### config.mk
export PLATFORM = sky130hd
export DESIGN_NAME = fcds_top
export DESIGN_NICKNAME = d
export VERILOG_FILES = /design/src/hw/fcds_pkg.sv /design/src/hw/fcds_top.sv
export SDC_FILE = /design/constraint.sdc
export NUM_CORES = 2
export LEC_CHECK = 0
export BUFFER_PORTS_ARGS = -buffer_cell sky130_fd_sc_hd__buf_4
export CAP_MARGIN = 20
export CELL_PAD_IN_SITES_DETAIL_PLACEMENT = 0
export CELL_PAD_IN_SITES_GLOBAL_PLACEMENT = 2
export CORE_MARGIN = 4
export CORE_UTILIZATION = 35
export DETAILED_ROUTE_END_ITERATION = 16
export GPL_TIMING_DRIVEN = 0
export HOLD_SLACK_MARGIN = 0.06
export PLACE_DENSITY_LB_ADDON = 0.1
export SKIP_LAST_GASP = 1
export SYNTH_ARGS = -nofsm -noshare
export SYNTH_HDL_FRONTEND = slang
export SYNTH_SLANG_ARGS = --single-unit
### constraint.sdc
create_clock -name pclk -period 4.2 [get_ports pclk]
set_input_delay 0.42 -clock pclk [delete_from_list [all_inputs] [get_ports pclk]]
set_output_delay 0.42 -clock pclk [all_outputs]
set_load 0.02 [all_outputs]
### src/hw/fcds_pkg.sv
package fcds_pkg;
	localparam int NCH          = 4;
	localparam int NENT         = 8;
	localparam int ADC_W        = 10;
	localparam int TMR_W        = 10;
	localparam int DLY_W        = 9;
	localparam int CLK_MHZ      = 200;
	localparam int TICK_RES_US  = 1;
	localparam int TICK_RES_CYC = TICK_RES_US * CLK_MHZ;
	localparam int UNIT_US      = 20;
	localparam int WAKE_US      = 100;
	localparam int OVC_HOLD_NS  = 5000;
	localparam int OVC_HOLD_CYC = OVC_HOLD_NS * CLK_MHZ / 1000;

	localparam logic [7:0] OFF_CTRL = 8'h00;
	localparam logic [7:0] OFF_STAT = 8'h04;
	localparam logic [7:0] OFF_BTN  = 8'h08;
	localparam logic [7:0] OFF_SHD  = 8'h20;
	localparam logic [7:0] OFF_PAR  = 8'h40;
	localparam logic [7:0] OFF_VOLT = 8'h60;
	localparam logic [7:0] SPAN_SHD = 8'h20;
	localparam logic [7:0] SPAN_CH  = 8'h10;

	localparam int CB_EN    = 0;
	localparam int CB_UPD   = 1;
	localparam int CB_BTN   = 2;
	localparam int SB_RUN   = 0;
	localparam int SB_FLT   = 4;
	localparam int SB_DONE  = 8;
	localparam int SB_INIT  = 9;
	localparam int SB_PWM   = 10;
	localparam int SB_ERR   = 16;
	localparam int PB_T1    = 10;
	localparam int PB_T2    = 20;
	localparam int VB_COM   = 16;

	localparam logic [2:0] AIN_SUP  = 3'h0;
	localparam logic [2:0] AIN_COM0 = 3'h1;
	localparam logic [2:0] AIN_BTN  = 3'h7;

	typedef struct packed {
		logic [1:0]       ch;
		logic             on;
		logic [DLY_W-1:0] dly;
	} fcds_sched_t;

	typedef struct packed {
		logic [TMR_W-1:0] t2;
		logic [TMR_W-1:0] t1;
		logic [TMR_W-1:0] toff;
	} fcds_param_t;

	typedef enum logic [5:0] {
		E_IDLE = 6'h01,
		E_OFF  = 6'h02,
		E_FZ   = 6'h04,
		E_LIM  = 6'h08,
		E_OVC  = 6'h10,
		E_HOLD = 6'h20
	} fcds_eng_t;

	typedef enum logic [1:0] {
		AQ_IDLE = 2'h1,
		AQ_CONV = 2'h2
	} fcds_aq_t;

	typedef enum logic [2:0] {
		K_INIT = 3'h1,
		K_ACQ  = 3'h2,
		K_BTN  = 3'h4
	} fcds_kind_t;

	localparam fcds_param_t PARAM_RST = '{t2: 10'h0C0, t1: 10'h060, toff: 10'h0C8};
	localparam fcds_sched_t SCHED_RST [NENT] = '{
		'{2'h2, 1'h0, 9'h000}, '{2'h0, 1'h1, 9'h040},
		'{2'h3, 1'h0, 9'h000}, '{2'h1, 1'h1, 9'h040},
		'{2'h0, 1'h0, 9'h000}, '{2'h2, 1'h1, 9'h040},
		'{2'h1, 1'h0, 9'h000}, '{2'h3, 1'h1, 9'h040}};
endpackage : fcds_pkg

### src/hw/fcds_top.sv
`timescale 1ns/100ps
// Notes on behaviour
// - Each channel repeats a dimming cycle near 5 ms, on for a programmed time.
// - An on entry raises the channel run event; an off entry drops it.
// - Channel starts are a quarter period apart so turn-ons never coincide.
// - Start instants are fixed by the table; only on-time lengths differ.
// - On-time counts 20 us units built from a 1 us tick.
// - Schedule has 8 entries: channel, on/off action, delay up to 511 units.
// - After each event the tick timer reloads with the delay of the entry just executed.
// - Switching a channel on arms its delayed voltage acquisition.
// - Four interleaved samples each of supply and common node, averaged, stored.
// - Samples are discarded when the channel is no longer active.
// - A done flag is raised when an acquisition stores fresh voltages; the startup store leaves it low.
// - Overcurrent state only from fault zone; its exit raises an event.
// - Overcurrent exit clears the run event unless an on entry fires that cycle, sets a fault; next cycle restarts.
// - New engine parameters stay pending until the engine is in its off-time or hold state.
// - Schedule changes go to a shadow, copied at the next period start.
// - Serial traffic ranks below all sources here; none of it enters this block.
// - Overcurrent is detected by the engine alone within a few clocks.
// - On overcurrent the PWM output goes low and an event is raised.
// - An error code is latched while monitoring continues.
// - At startup, analog input 0 is converted and stored for all channels.
// - Button reads on analog input 7 never collide with acquisitions.
// - Overcurrent holds PWM low for the maximum hold time, then off-time.
// - Run event is a level; off-time state sees it low and goes to hold.
module fcds_top
	import fcds_pkg::*;
(
	input  wire logic             pclk,
	input  wire logic             presetn,
	input  wire logic             psel,
	input  wire logic             penable,
	input  wire logic             pwrite,
	input  wire logic [7:0]       paddr,
	input  wire logic [31:0]      pwdata,
	output logic      [31:0]      prdata,
	output logic                  pready,
	output logic                  pslverr,
	input  wire logic [NCH-1:0]   current_compare_input,
	output logic      [NCH-1:0]   pwm,
	output logic      [NCH-1:0]   run_event,
	output logic                  adc_start,
	output logic      [2:0]       adc_chan,
	input  wire logic             adc_done,
	input  wire logic [ADC_W-1:0] adc_data
);
	function automatic logic hit(input logic [7:0] a, input logic [7:0] base,
		input logic [7:0] span);
		hit = (a >= base) && ((a - base) < span) && (a[1:0] == 2'h0);
	endfunction : hit

	logic                  wr;
	logic                  ctrl_en_q;
	logic                  upd_pend_q;
	logic                  btn_pend_q;
	logic                  init_q;
	logic                  done_q;
	logic [2:0]            err_q;
	logic [ADC_W-1:0]      btn_q;
	logic [31:0]           rdata_q;
	logic                  rerr_q;
	logic [7:0]            us_q;
	logic [4:0]            unit_q;
	logic                  us_tick;
	logic                  unit_tick;
	fcds_sched_t           act_q [NENT];
	fcds_sched_t           shd_q [NENT];
	fcds_sched_t           ent;
	logic [2:0]            idx_q;
	logic [DLY_W-1:0]      dcnt_q;
	logic                  fire;
	logic                  copy_now;
	logic [NCH-1:0]        ev_on;
	logic [NCH-1:0]        ev_off;
	logic [NCH-1:0]        cmp_s1_q;
	logic [NCH-1:0]        cmp_s2_q;
	logic [NCH-1:0]        ovc_exit;
	logic [NCH-1:0]        active;
	logic [NCH-1:0]        flt_q;
	logic [NCH-1:0]        acq_req_q;
	logic [NCH-1:0]        par_wr;
	fcds_eng_t             st_q [NCH];
	fcds_eng_t             st_d [NCH];
	logic [TMR_W-1:0]      tmr_q [NCH];
	fcds_param_t           par_q [NCH];
	fcds_param_t           pendv_q [NCH];
	logic [NCH-1:0]        pend_q;
	logic [ADC_W-1:0]      vsup_q [NCH];
	logic [ADC_W-1:0]      vcom_q [NCH];
	fcds_aq_t              aq_q;
	fcds_kind_t            kind_q;
	logic [1:0]            aq_ch_q;
	logic [2:0]            n_q;
	logic [ADC_W+1:0]      sum_sup_q;
	logic [ADC_W+1:0]      sum_com_q;
	logic [ADC_W+1:0]      sum_com_end;
	logic                  grant_acq;
	logic [1:0]            gnt_ch;
	logic                  stored;

	assign wr      = psel & penable & pwrite;
	assign pready  = 1'b1;
	assign prdata  = rdata_q;
	assign pslverr = psel & penable & rerr_q;

	// Read data and error are captured in the setup cycle
	always_ff @(posedge pclk or negedge presetn)
		if (!presetn)
		begin
			rdata_q <= 32'h0;
			rerr_q  <= 1'b0;
		end
		else if (psel & !penable)
		begin
			rdata_q <= 32'h0;
			rerr_q  <= 1'b0;
			if (paddr == OFF_CTRL)
				rdata_q <= {29'h0, btn_pend_q, upd_pend_q, ctrl_en_q};
			else if (paddr == OFF_STAT)
				rdata_q <= {13'h0, err_q, 2'h0, pwm, init_q, done_q, flt_q, run_event};
			else if (paddr == OFF_BTN)
				rdata_q <= {22'h0, btn_q};
			else if (hit(paddr, OFF_SHD, SPAN_SHD))
				rdata_q <= {20'h0, shd_q[paddr[4:2]]};
			else if (hit(paddr, OFF_PAR, SPAN_CH))
				rdata_q <= {2'h0, pendv_q[paddr[3:2]]};
			else if (hit(paddr, OFF_VOLT, SPAN_CH))
				rdata_q <= {6'h0, vcom_q[paddr[3:2]], 6'h0, vsup_q[paddr[3:2]]};
			else
				rerr_q <= 1'b1;
		end

	always_ff @(posedge pclk or negedge presetn)
		if (!presetn)
		begin
			ctrl_en_q  <= 1'b0;
			upd_pend_q <= 1'b0;
			btn_pend_q <= 1'b0;
		end
		else
		begin
			if (wr && paddr == OFF_CTRL)
				ctrl_en_q <= pwdata[CB_EN];
			if (wr && paddr == OFF_CTRL && pwdata[CB_UPD])
				upd_pend_q <= 1'b1;
			else if (copy_now)
				upd_pend_q <= 1'b0;
			if (wr && paddr == OFF_CTRL && pwdata[CB_BTN])
				btn_pend_q <= 1'b1;
			else if (aq_q == AQ_CONV && kind_q == K_BTN && adc_done)
				btn_pend_q <= 1'b0;
		end

	// 1 us tick and 20 us unit tick
	assign us_tick   = (us_q == 8'(TICK_RES_CYC - 1));
	assign unit_tick = us_tick && (unit_q == 5'(UNIT_US - 1));

	always_ff @(posedge pclk or negedge presetn)
		if (!presetn)
		begin
			us_q   <= 8'h0;
			unit_q <= 5'h0;
		end
		else
		begin
			us_q <= us_tick ? 8'h0 : us_q + 8'h1;
			if (us_tick)
				unit_q <= (unit_q == 5'(UNIT_US - 1)) ? 5'h0 : unit_q + 5'h1;
		end

	always_ff @(posedge pclk or negedge presetn)
		if (!presetn)
			shd_q <= SCHED_RST;
		else if (wr && hit(paddr, OFF_SHD, SPAN_SHD))
			shd_q[paddr[4:2]] <= pwdata[11:0];

	always_ff @(posedge pclk or negedge presetn)
		if (!presetn)
			act_q <= SCHED_RST;
		else if (copy_now)
			act_q <= shd_q;

	// Zero delay entries fire on consecutive cycles within one unit
	assign ent      = act_q[idx_q];
	assign fire     = ctrl_en_q && init_q && (dcnt_q == 9'h0);
	assign copy_now = fire && (idx_q == 3'h0) && upd_pend_q;

	always_ff @(posedge pclk or negedge presetn)
		if (!presetn)
		begin
			idx_q  <= 3'h0;
			dcnt_q <= 9'h0;
		end
		else if (!ctrl_en_q)
		begin
			idx_q  <= 3'h0;
			dcnt_q <= 9'h0;
		end
		else if (fire && !copy_now)
		begin
			idx_q  <= idx_q + 3'h1;
			dcnt_q <= ent.dly;
		end
		else if (unit_tick && dcnt_q != 9'h0)
			dcnt_q <= dcnt_q - 9'h1;

	always_ff @(posedge pclk or negedge presetn)
		if (!presetn)
		begin
			cmp_s1_q <= '0;
			cmp_s2_q <= '0;
		end
		else
		begin
			cmp_s1_q <= current_compare_input;
			cmp_s2_q <= cmp_s1_q;
		end

	for (genvar c = 0; c < NCH; c++)
	begin : g_ch
		logic [6:0] wk_q;
		logic       wk_on_q;

		assign ev_on[c]  = fire && !copy_now && ent.on && ent.ch == 2'(c);
		assign ev_off[c] = fire && !copy_now && !ent.on && ent.ch == 2'(c);
		assign par_wr[c] = wr && hit(paddr, OFF_PAR, SPAN_CH) && paddr[3:2] == 2'(c);
		assign ovc_exit[c] = (st_q[c] == E_OVC) && (st_d[c] == E_OFF);
		assign active[c] = run_event[c] && st_q[c] != E_HOLD && st_q[c] != E_IDLE;

		always_ff @(posedge pclk or negedge presetn)
			if (!presetn)
				run_event[c] <= 1'b0;
			else if (!ctrl_en_q)
				run_event[c] <= 1'b0;
			else if (ev_on[c])
				run_event[c] <= 1'b1;
			else if (ev_off[c] || ovc_exit[c])
				run_event[c] <= 1'b0;

		always_comb
		begin
			st_d[c] = st_q[c];
			case (st_q[c])
				E_IDLE:
					if (ctrl_en_q)
						st_d[c] = E_OFF;
				E_OFF:
					if (!run_event[c])
						st_d[c] = E_HOLD;
					else if (tmr_q[c] >= par_q[c].toff)
						st_d[c] = E_FZ;
				E_FZ:
					if (cmp_s2_q[c])
						st_d[c] = E_OVC;
					else if (tmr_q[c] >= par_q[c].t1)
						st_d[c] = E_LIM;
				E_LIM:
					if (cmp_s2_q[c] || tmr_q[c] >= par_q[c].t1 + par_q[c].t2)
						st_d[c] = E_OFF;
				E_OVC:
					if (tmr_q[c] >= TMR_W'(OVC_HOLD_CYC - 1))
						st_d[c] = E_OFF;
				E_HOLD:
					if (run_event[c])
						st_d[c] = E_FZ;
				default:
					st_d[c] = E_IDLE;
			endcase
			if (!ctrl_en_q)
				st_d[c] = E_IDLE;
		end

		always_ff @(posedge pclk or negedge presetn)
			if (!presetn)
			begin
				st_q[c]  <= E_IDLE;
				tmr_q[c] <= '0;
				pwm[c]   <= 1'b0;
			end
			else
			begin
				st_q[c] <= st_d[c];
				pwm[c]  <= (st_d[c] == E_FZ) || (st_d[c] == E_LIM);
				if (st_d[c] != st_q[c] && !(st_q[c] == E_FZ && st_d[c] == E_LIM))
					tmr_q[c] <= '0;
				else
					tmr_q[c] <= tmr_q[c] + TMR_W'(1);
			end

		always_ff @(posedge pclk or negedge presetn)
			if (!presetn)
			begin
				par_q[c]   <= PARAM_RST;
				pendv_q[c] <= PARAM_RST;
				pend_q[c]  <= 1'b0;
			end
			else
			begin
				if (par_wr[c])
					pendv_q[c] <= pwdata[29:0];
				if (par_wr[c])
					pend_q[c] <= 1'b1;
				else if (pend_q[c] && (st_q[c] == E_HOLD || st_q[c] == E_OFF))
				begin
					par_q[c]  <= pendv_q[c];
					pend_q[c] <= 1'b0;
				end
			end

		always_ff @(posedge pclk or negedge presetn)
			if (!presetn)
				flt_q[c] <= 1'b0;
			else if (ovc_exit[c])
				flt_q[c] <= 1'b1;
			else if (wr && paddr == OFF_STAT && pwdata[SB_FLT + c])
				flt_q[c] <= 1'b0;

		always_ff @(posedge pclk or negedge presetn)
			if (!presetn)
			begin
				wk_on_q      <= 1'b0;
				wk_q         <= 7'h0;
				acq_req_q[c] <= 1'b0;
			end
			else
			begin
				if (ev_on[c])
				begin
					wk_on_q <= 1'b1;
					wk_q    <= 7'h0;
				end
				else if (wk_on_q && us_tick)
				begin
					wk_q <= wk_q + 7'h1;
					if (wk_q == 7'(WAKE_US - 1))
						wk_on_q <= 1'b0;
				end
				if (wk_on_q && us_tick && wk_q == 7'(WAKE_US - 1))
					acq_req_q[c] <= 1'b1;
				else if (grant_acq && gnt_ch == 2'(c))
					acq_req_q[c] <= 1'b0;
			end

	end

	// Startup first, then acquisitions, then button reads share the converter
	always_comb
	begin
		gnt_ch = 2'h0;
		for (int i = NCH - 1; i >= 0; i--)
			if (acq_req_q[i])
				gnt_ch = 2'(i);
	end
	assign grant_acq   = aq_q == AQ_IDLE && init_q && |acq_req_q;
	assign sum_com_end = sum_com_q + (ADC_W + 2)'(adc_data);
	assign stored      = aq_q == AQ_CONV && kind_q == K_ACQ && adc_done && n_q == 3'h7
		&& active[aq_ch_q];

	always_ff @(posedge pclk or negedge presetn)
		if (!presetn)
		begin
			aq_q      <= AQ_IDLE;
			kind_q    <= K_INIT;
			aq_ch_q   <= 2'h0;
			n_q       <= 3'h0;
			sum_sup_q <= '0;
			sum_com_q <= '0;
			adc_start <= 1'b0;
			adc_chan  <= AIN_SUP;
			init_q    <= 1'b0;
			btn_q     <= '0;
			vsup_q    <= '{default: '0};
			vcom_q    <= '{default: '0};
		end
		else
		begin
			adc_start <= 1'b0;
			case (aq_q)
				AQ_IDLE:
					if (!init_q)
					begin
						kind_q    <= K_INIT;
						adc_chan  <= AIN_SUP;
						adc_start <= 1'b1;
						aq_q      <= AQ_CONV;
					end
					else if (grant_acq)
					begin
						kind_q    <= K_ACQ;
						aq_ch_q   <= gnt_ch;
						n_q       <= 3'h0;
						sum_sup_q <= '0;
						sum_com_q <= '0;
						adc_chan  <= AIN_SUP;
						adc_start <= 1'b1;
						aq_q      <= AQ_CONV;
					end
					else if (btn_pend_q)
					begin
						kind_q    <= K_BTN;
						adc_chan  <= AIN_BTN;
						adc_start <= 1'b1;
						aq_q      <= AQ_CONV;
					end
				AQ_CONV:
					if (adc_done)
						case (kind_q)
							K_INIT:
							begin
								vsup_q <= '{default: adc_data};
								init_q <= 1'b1;
								aq_q   <= AQ_IDLE;
							end
							K_BTN:
							begin
								btn_q <= adc_data;
								aq_q  <= AQ_IDLE;
							end
							default:
								if (n_q == 3'h7)
								begin
									if (active[aq_ch_q])
									begin
										vsup_q[aq_ch_q] <= sum_sup_q[ADC_W+1:2];
										vcom_q[aq_ch_q] <= sum_com_end[ADC_W+1:2];
									end
									aq_q <= AQ_IDLE;
								end
								else
								begin
									if (n_q[0])
										sum_com_q <= sum_com_end;
									else
										sum_sup_q <= sum_sup_q + (ADC_W + 2)'(adc_data);
									n_q       <= n_q + 3'h1;
									adc_chan  <= n_q[0] ? AIN_SUP : AIN_COM0 + 3'(aq_ch_q);
									adc_start <= 1'b1;
								end
						endcase
				default:
					aq_q <= AQ_IDLE;
			endcase
		end

	always_ff @(posedge pclk or negedge presetn)
		if (!presetn)
			done_q <= 1'b0;
		else if (stored)
			done_q <= 1'b1;
		else if (wr && paddr == OFF_STAT && pwdata[SB_DONE])
			done_q <= 1'b0;

	always_ff @(posedge pclk or negedge presetn)
		if (!presetn)
			err_q <= 3'h0;
		else
			for (int i = 0; i < NCH; i++)
				if (ovc_exit[i])
					err_q <= {1'b1, 2'(i)};
endmodule : fcds_top

* After elaboration in Yosys (flattened, before gate mapping)
Cells that the tools add are included.
** Storage, ports and cells
- Logic and storage cells :: 654
- Memory bits (read-only) :: 0
- Register bits :: 750
- Memories :: 0
- Input port bits :: 60
- RAM bits :: 0
- Latch bits :: 0
** Cells by class
- Reductions and logical operators :: 163
- $lt $le $gt $ge :: 29
- Bitwise gates (word level) :: 14
- Equality and inequality tests :: 87
- Div/mod/pow operators :: 0
- Multiply operators :: 0
- Add/subtract/negate cells :: 23
- Multiplexer cells :: 199
- Shifts and indexed selects :: 0
** Operators with widths (number)
- $mux 6 :: 32
- $mux 12 :: 15
- $pmux 6 s6 :: 4
- $ge 10x10->1 :: 12
- $mux 30 :: 4
- $bwmux 96 :: 1
- $mux 32 :: 3
- $mux 10 :: 9
- $logic_and 1x1->1 :: 84
- $bwmux 40 :: 2
- $mux 40 :: 2
- $pmux 40 s2 :: 1
- $bmux 12 s3 :: 2
- $mux 1 :: 67
- $mux 3 :: 21
- $bmux 30 s2 :: 1
- $mux 7 :: 8
- $reduce_bool 2->1 :: 26
- $eq 6x2->1 const B :: 8
- $eq 6x3->1 const B :: 8
- $eq 6x4->1 const B :: 8
- $pmux 12 s2 :: 2
- $add 10x1->10 const B :: 4
- $add 10x10->10 :: 4
- other kinds (71) :: 187

* Longest topological paths before layout
- Depth in word-level cells :: 12
- Gate-level depth with buffers :: 20
- Mapped depth without buffers :: 20

* Worst setup path after synthesis
No wires, ideal clock.
- Path kind :: reg-to-reg
- Start :: register par_q[101] in the netlist's numbering
- End :: register tmr_q[30] in the netlist's numbering
- Arrival :: 3.713 ns
- Slack :: 0.366 ns
- Period minus slack after synthesis :: 3.834 ns
- Stages on the path, launching flop included :: 19
- Data required time :: 4.079 ns
- Cells stage by stage :: dfrtp_1 > ha_1 > a21o_1 > a21oi_1 > o21ai_0 > a21oi_1 > o21ai_0 > a21o_1 > a21oi_1 > xnor2_1 > ha_1 > nand4_1 > or2_2 > o221ai_1 > o21a_1 > nor4_1 > or3_4 > o221ai_4 > and4b_1
** Between the ends
- Longest elaborated chain between the ends :: 11
- Elaborated cells between the ends (all ways) :: 15
- Classes of those cells :: add/sub: 1; order compare: 2; eq/ne: 2; mux: 6; reduce/logical: 4
** Ends and longest elaborated chain
- start, declared :: line fcds_top.sv:85 : fcds_param_t par_q [NCH];
- start signal, assigned by index :: line fcds_top.sv:305 : par_q[c] <= pendv_q[c];
- $add 10x10->10 :: line fcds_top.sv:258 : if (cmp_s2_q[c] || tmr_q[c] >= par_q[c].t1 + par_q[c].t2)
- $ge 10x10->1 :: line fcds_top.sv:258
- $logic_or 1x1->1 :: line fcds_top.sv:258
- $mux 6 :: line fcds_top.sv:258
- $pmux 6 s6 (*) :: line fcds_top.sv:243 : case (st_q[c])
- $mux 6 (*) :: line fcds_top.sv:269 : if (!ctrl_en_q)
- $eq 6x4->1 :: line fcds_top.sv:284 : if (st_d[c] != st_q[c] && !(st_q[c] == E_FZ && st_d[c] == E_LIM))
- $logic_and 1x1->1 :: line fcds_top.sv:284
- $logic_not 1->1 :: line fcds_top.sv:284
- $logic_and 1x1->1 (*) :: line fcds_top.sv:284
- $mux 10 (*) :: line fcds_top.sv:284
- end signal, assigned by index :: line fcds_top.sv:287 : tmr_q[c] <= tmr_q[c] + TMR_W'(1);
- end, declared :: line fcds_top.sv:84 : logic [TMR_W-1:0] tmr_q [NCH];
Every way passes the cells marked *; elsewhere a longest branch is shown, timed or not.
A chain may end at the register's enable or synchronous reset.

* Worst setup path in the final report
- Start :: register par_q[10] in the netlist's numbering
- End :: register tmr_q[4] in the netlist's numbering
Same word-level chain as after synthesis.

==> flow_summary.yaml <==
status:
  status: "finished clean"
timing:
  finalSetupViolCount: 0
  timing.final.crit_share: 0.9594
  finalSetupTns_ns: 0
  fin_worst_skew_ns: 0.02086
  final_max_slew_viol_count: 0
  min_period_ns: 4.029
  grt_setup_unrepaired: "true"
  worst_slew_pin_slew_ns: 1.123
  max_freq_mhz: 248.2
  fin_hold_ws_ns: 0.1039
  slew_headroom: 0.2511
  hold_viol: 0
yosys:
  syn_inst: 3300
  syn_avg_cell_area_um2: 11.78
  syn-cell-area_mm2: 0.03886
  ys.flop_type: "dfrtp_1"
  yosysSeqAreaShare: 0.4847
  ys_types: 91
  synth_seq_cells: 748
  ys_warn_count: 0
  synthArstFlopShare: 1.000
  synth_edf_count: 0
setup_path:
  cp_max_fo: 4
  required_ns: 4.77
  path_delay_family: "compound AO/OA/AOI/OAI gates"
  r2r_cells: 20
  max_stage_delay_ns: 0.41
  worstSetupEndpointType: "flip-flop"
  cp.depth: 20
  cp_cell_sequence: "ha_2, inv_1, fa_2, inv_1, a21oi_2, o21ai_2, a21o_1, a21o_1, a21o_1, a21oi_2, xor2_1, ha_1, a21oi_2, nand2_2, a211oi_4, o21ai_2, a22oi_1, o211ai_1, buf_4, nor4b_2"
  cp_slowest_cell: "dfrtp_1"
  worst-setup-path-type: "flip-flop to flip-flop"
  cp-start-kind: "flip-flop"
  cp_data_arrival_time_ns: 4.60
  critPathBufInv: 3
cts:
  cts.sinks: 748
  clk-insertion-delay-late_ns: 0.67
  cts_tree: "yes"
  clock_path_buffers: 3
  clockRootBuffer: "clkbuf_16"
  cts_buffers: 90
  clk_pin_slew_worst_paths_ns: 0.06
  htreeDepth: 3
layout:
  num-nets-final: 3836
  postLayoutCellArea_mm2: 0.04579
  register_area_mm2: 0.01884
  fin_cells: 5125
  nFillCells: 10450
  drive_gt1_frac: 0.2847
  multi_input_comb_area_mm2: 0.01922
  syn2layout_area_growth_pct: 17.84
routing:
  drt_iter0_drc: 1698
  num_vias: 27600
  via_per_inst: 5.385
  drcViolationCount: 0
  wl_per_cell_um: 25.31
  firstDrtPassIters: 5
  ant_nets: 0
  wl_mm: 129.7
worst_hold_path:
  worstHoldPathCells: 2
  hp-class: "input pin to flip-flop"
floorplanning:
  io_pins: 106
  fp.dieArea_mm2: 0.1164
  design.core.area_mm2: 0.1096
  die_w_um: 341.2
  initial_utilization: 0.3545
  floorplan.rows: 121
  die_h_um: 341.2
flow_run:
  drv_cap: 0
placed_design:
  dpl.cell_count: 4889
  hpwl_mm: 97.29
  port_buffers: 98
  globalplace.congestion: 0.8553
  place_area_mm2: 0.04174
global_routing:
  grt_pass1_wl_mm: 193.3
  first_global_vias: 28690
  grt_max_degree: 124
  track_usage: 0.2221
  antenna_found_initial: 3
  grt_overflow: 0
pwr:
  p_per_area_mw_per_mm2: 422.0
  power_mw: 19.32
  p_leak_nw: 21.27
  ir_drop_v: 0.0002697
==> metal layers <==
layer  track usage  vias to the layer above  share of wire
met2        0.3648                      538           0.47
met3       0.02904                      167          0.038
met4       0.05541                        2          0.025
met1        0.3121                    14350           0.46
li1              -                    12540              -
met5             0                        -        0.00010
==> area by class of cell <==
cell class,instances,share of cell area
diodes,3,0.0001639
plain buffers,152,0.01448
clock buffers,136,0.05735
clock inverters,31,0.009454
inverters,144,0.01180
multi-input cells,2259,0.4198
flip-flops and latches,748,0.4114
well taps,1476,0.04033
repair buffers,176,0.03525
==> synth_stat cells, drive strengths merged (9+ instances only) <==
cell | number | area (µm²)
buf | 70 | 335.3
a31oi | 17 | 127.6
and3 | 28 | 175.2
mux4 | 98 | 2207
o21bai | 9 | 67.56
a21oi | 168 | 885.8
a211oi | 13 | 97.59
mux2 | 459 | 5169
xor2 | 51 | 446.7
o211ai | 13 | 97.59
nand3b | 11 | 82.58
nand4 | 17 | 106.4
dfstp | 94 | 2470
or3 | 15 | 98.84
ha | 199 | 2490
nor3 | 39 | 221.5
o21a | 13 | 97.59
nor2b | 32 | 200.2
clkbuf | 82 | 307.8
nor4 | 22 | 150.1
a221oi | 18 | 157.7
xnor2 | 67 | 586.8
nand2 | 260 | 985.9
nand3 | 71 | 355.3
dfrtp | 654 | 16370
o31ai | 12 | 95.09
and2 | 14 | 87.58
nand2b | 29 | 181.4
mux2i | 23 | 230.2
o21ai | 185 | 925.9
a22o | 29 | 254.0
and4b | 10 | 100.1
inv | 144 | 540.5
nor3b | 15 | 117.6
a21o | 48 | 360.4
or2 | 11 | 68.81
nor2 | 158 | 595.6
==> cell usage in the layout (no fill, tap or decap), drive strengths merged, types with 17 or more instances in the layout <==
master / n
a31oi: 18
xnor2: 67
nand4: 17
buf: 207
nor4: 22
nor2b: 32
dfrtp: 654
dlygate4sd3: 36
nor2: 158
xor2: 51
mux2: 459
inv: 149
a21o: 48
clkinv: 17
clkbuf: 219
a21oi: 168
nand3: 71
nor3: 39
mux4: 98
dfstp: 94
o21ai: 185
and3: 28
ha: 199
a221oi: 18
nand2b: 29
a22o: 29
nand2: 260
mux2i: 23
==> stage by stage <==
stage | setup slack [ns] | utilization
2_1_floorplan | 0.3665 | -
3_3_place_gp | -6.038 | 0.3781
3_5_place_dp | -1.049 | 0.3808
4_1_cts | 0.01673 | 0.4147
5_1_grt | -0.03842 | 0.4177
6_report | 0.1706 | 0.4178
==> registers in the layout (all words and copies together) (netlist names), 9 cells and up <==
name / cells
st_q: 24
vcom_q: 40
tmr_q: 40
sum_com_q: 12
pendv_q: 120
dcnt_q: 9
par_q: 120
vsup_q: 40
btn_q: 10
sum_sup_q: 12
shd_q: 96
g_ch.wk_q: 28
prdata: 30
act_q: 96
==> cell families (layout without fill, tap and decap cells) <==
family | count (synthesis) | in the layout | synth area share
AO/OA/AOI/OAI | 596 | 598 | 0.09875
other | 2 | 6 | 0.0001933
XOR/XNOR | 118 | 118 | 0.02660
adder cells (fa/ha/maj) | 205 | 205 | 0.06717
buffers and inverters | 296 | 639 | 0.03046
multiplexers | 580 | 580 | 0.1957
AND/OR/NAND/NOR | 755 | 755 | 0.09637
flip-flops | 748 | 748 | 0.4847
==> worst paths after layout <==
| kind | start | end | slack (ns) |
|---|---|---|---|
| setup / recovery | par_q[10] | tmr_q[4] | 0.17 |
| hold / removal | adc_data[4] | btn_q[4] | 0.10 |
| setup reg to reg | par_q[10] | tmr_q[4] | 0.17 |
| hold reg to reg | cmp_s1_q[0] | cmp_s2_q[0] | 0.35 |
| max in group asynchronous | presetn | sum_sup_q[1] | 1.64 |
| min in group asynchronous | presetn | cmp_s2_q[0] | 0.26 |
==> report_power, final <==
| group | internal, mW | switching [mW] | leakage [nW] |
|---|---|---|---|
| Sequential | 7.66 | 0.569 | 9.86 |
| Combinational | 1.25 | 1.71 | 9.89 |
| Clock | 4.88 | 3.25 | 1.51 |
| Total | 13.8 | 5.53 | 21.3 |
==> what timing repair did <==
action,in CTS,in global routing
buffers inserted,10,16
hold buffers,36,0
pin swaps,20,37
endpoints found under the setup margin,192,70
endpoints found under the hold margin,147,0
cloned,1,1
gates resized for setup,45,47
(Power assumes the default switching activity.)
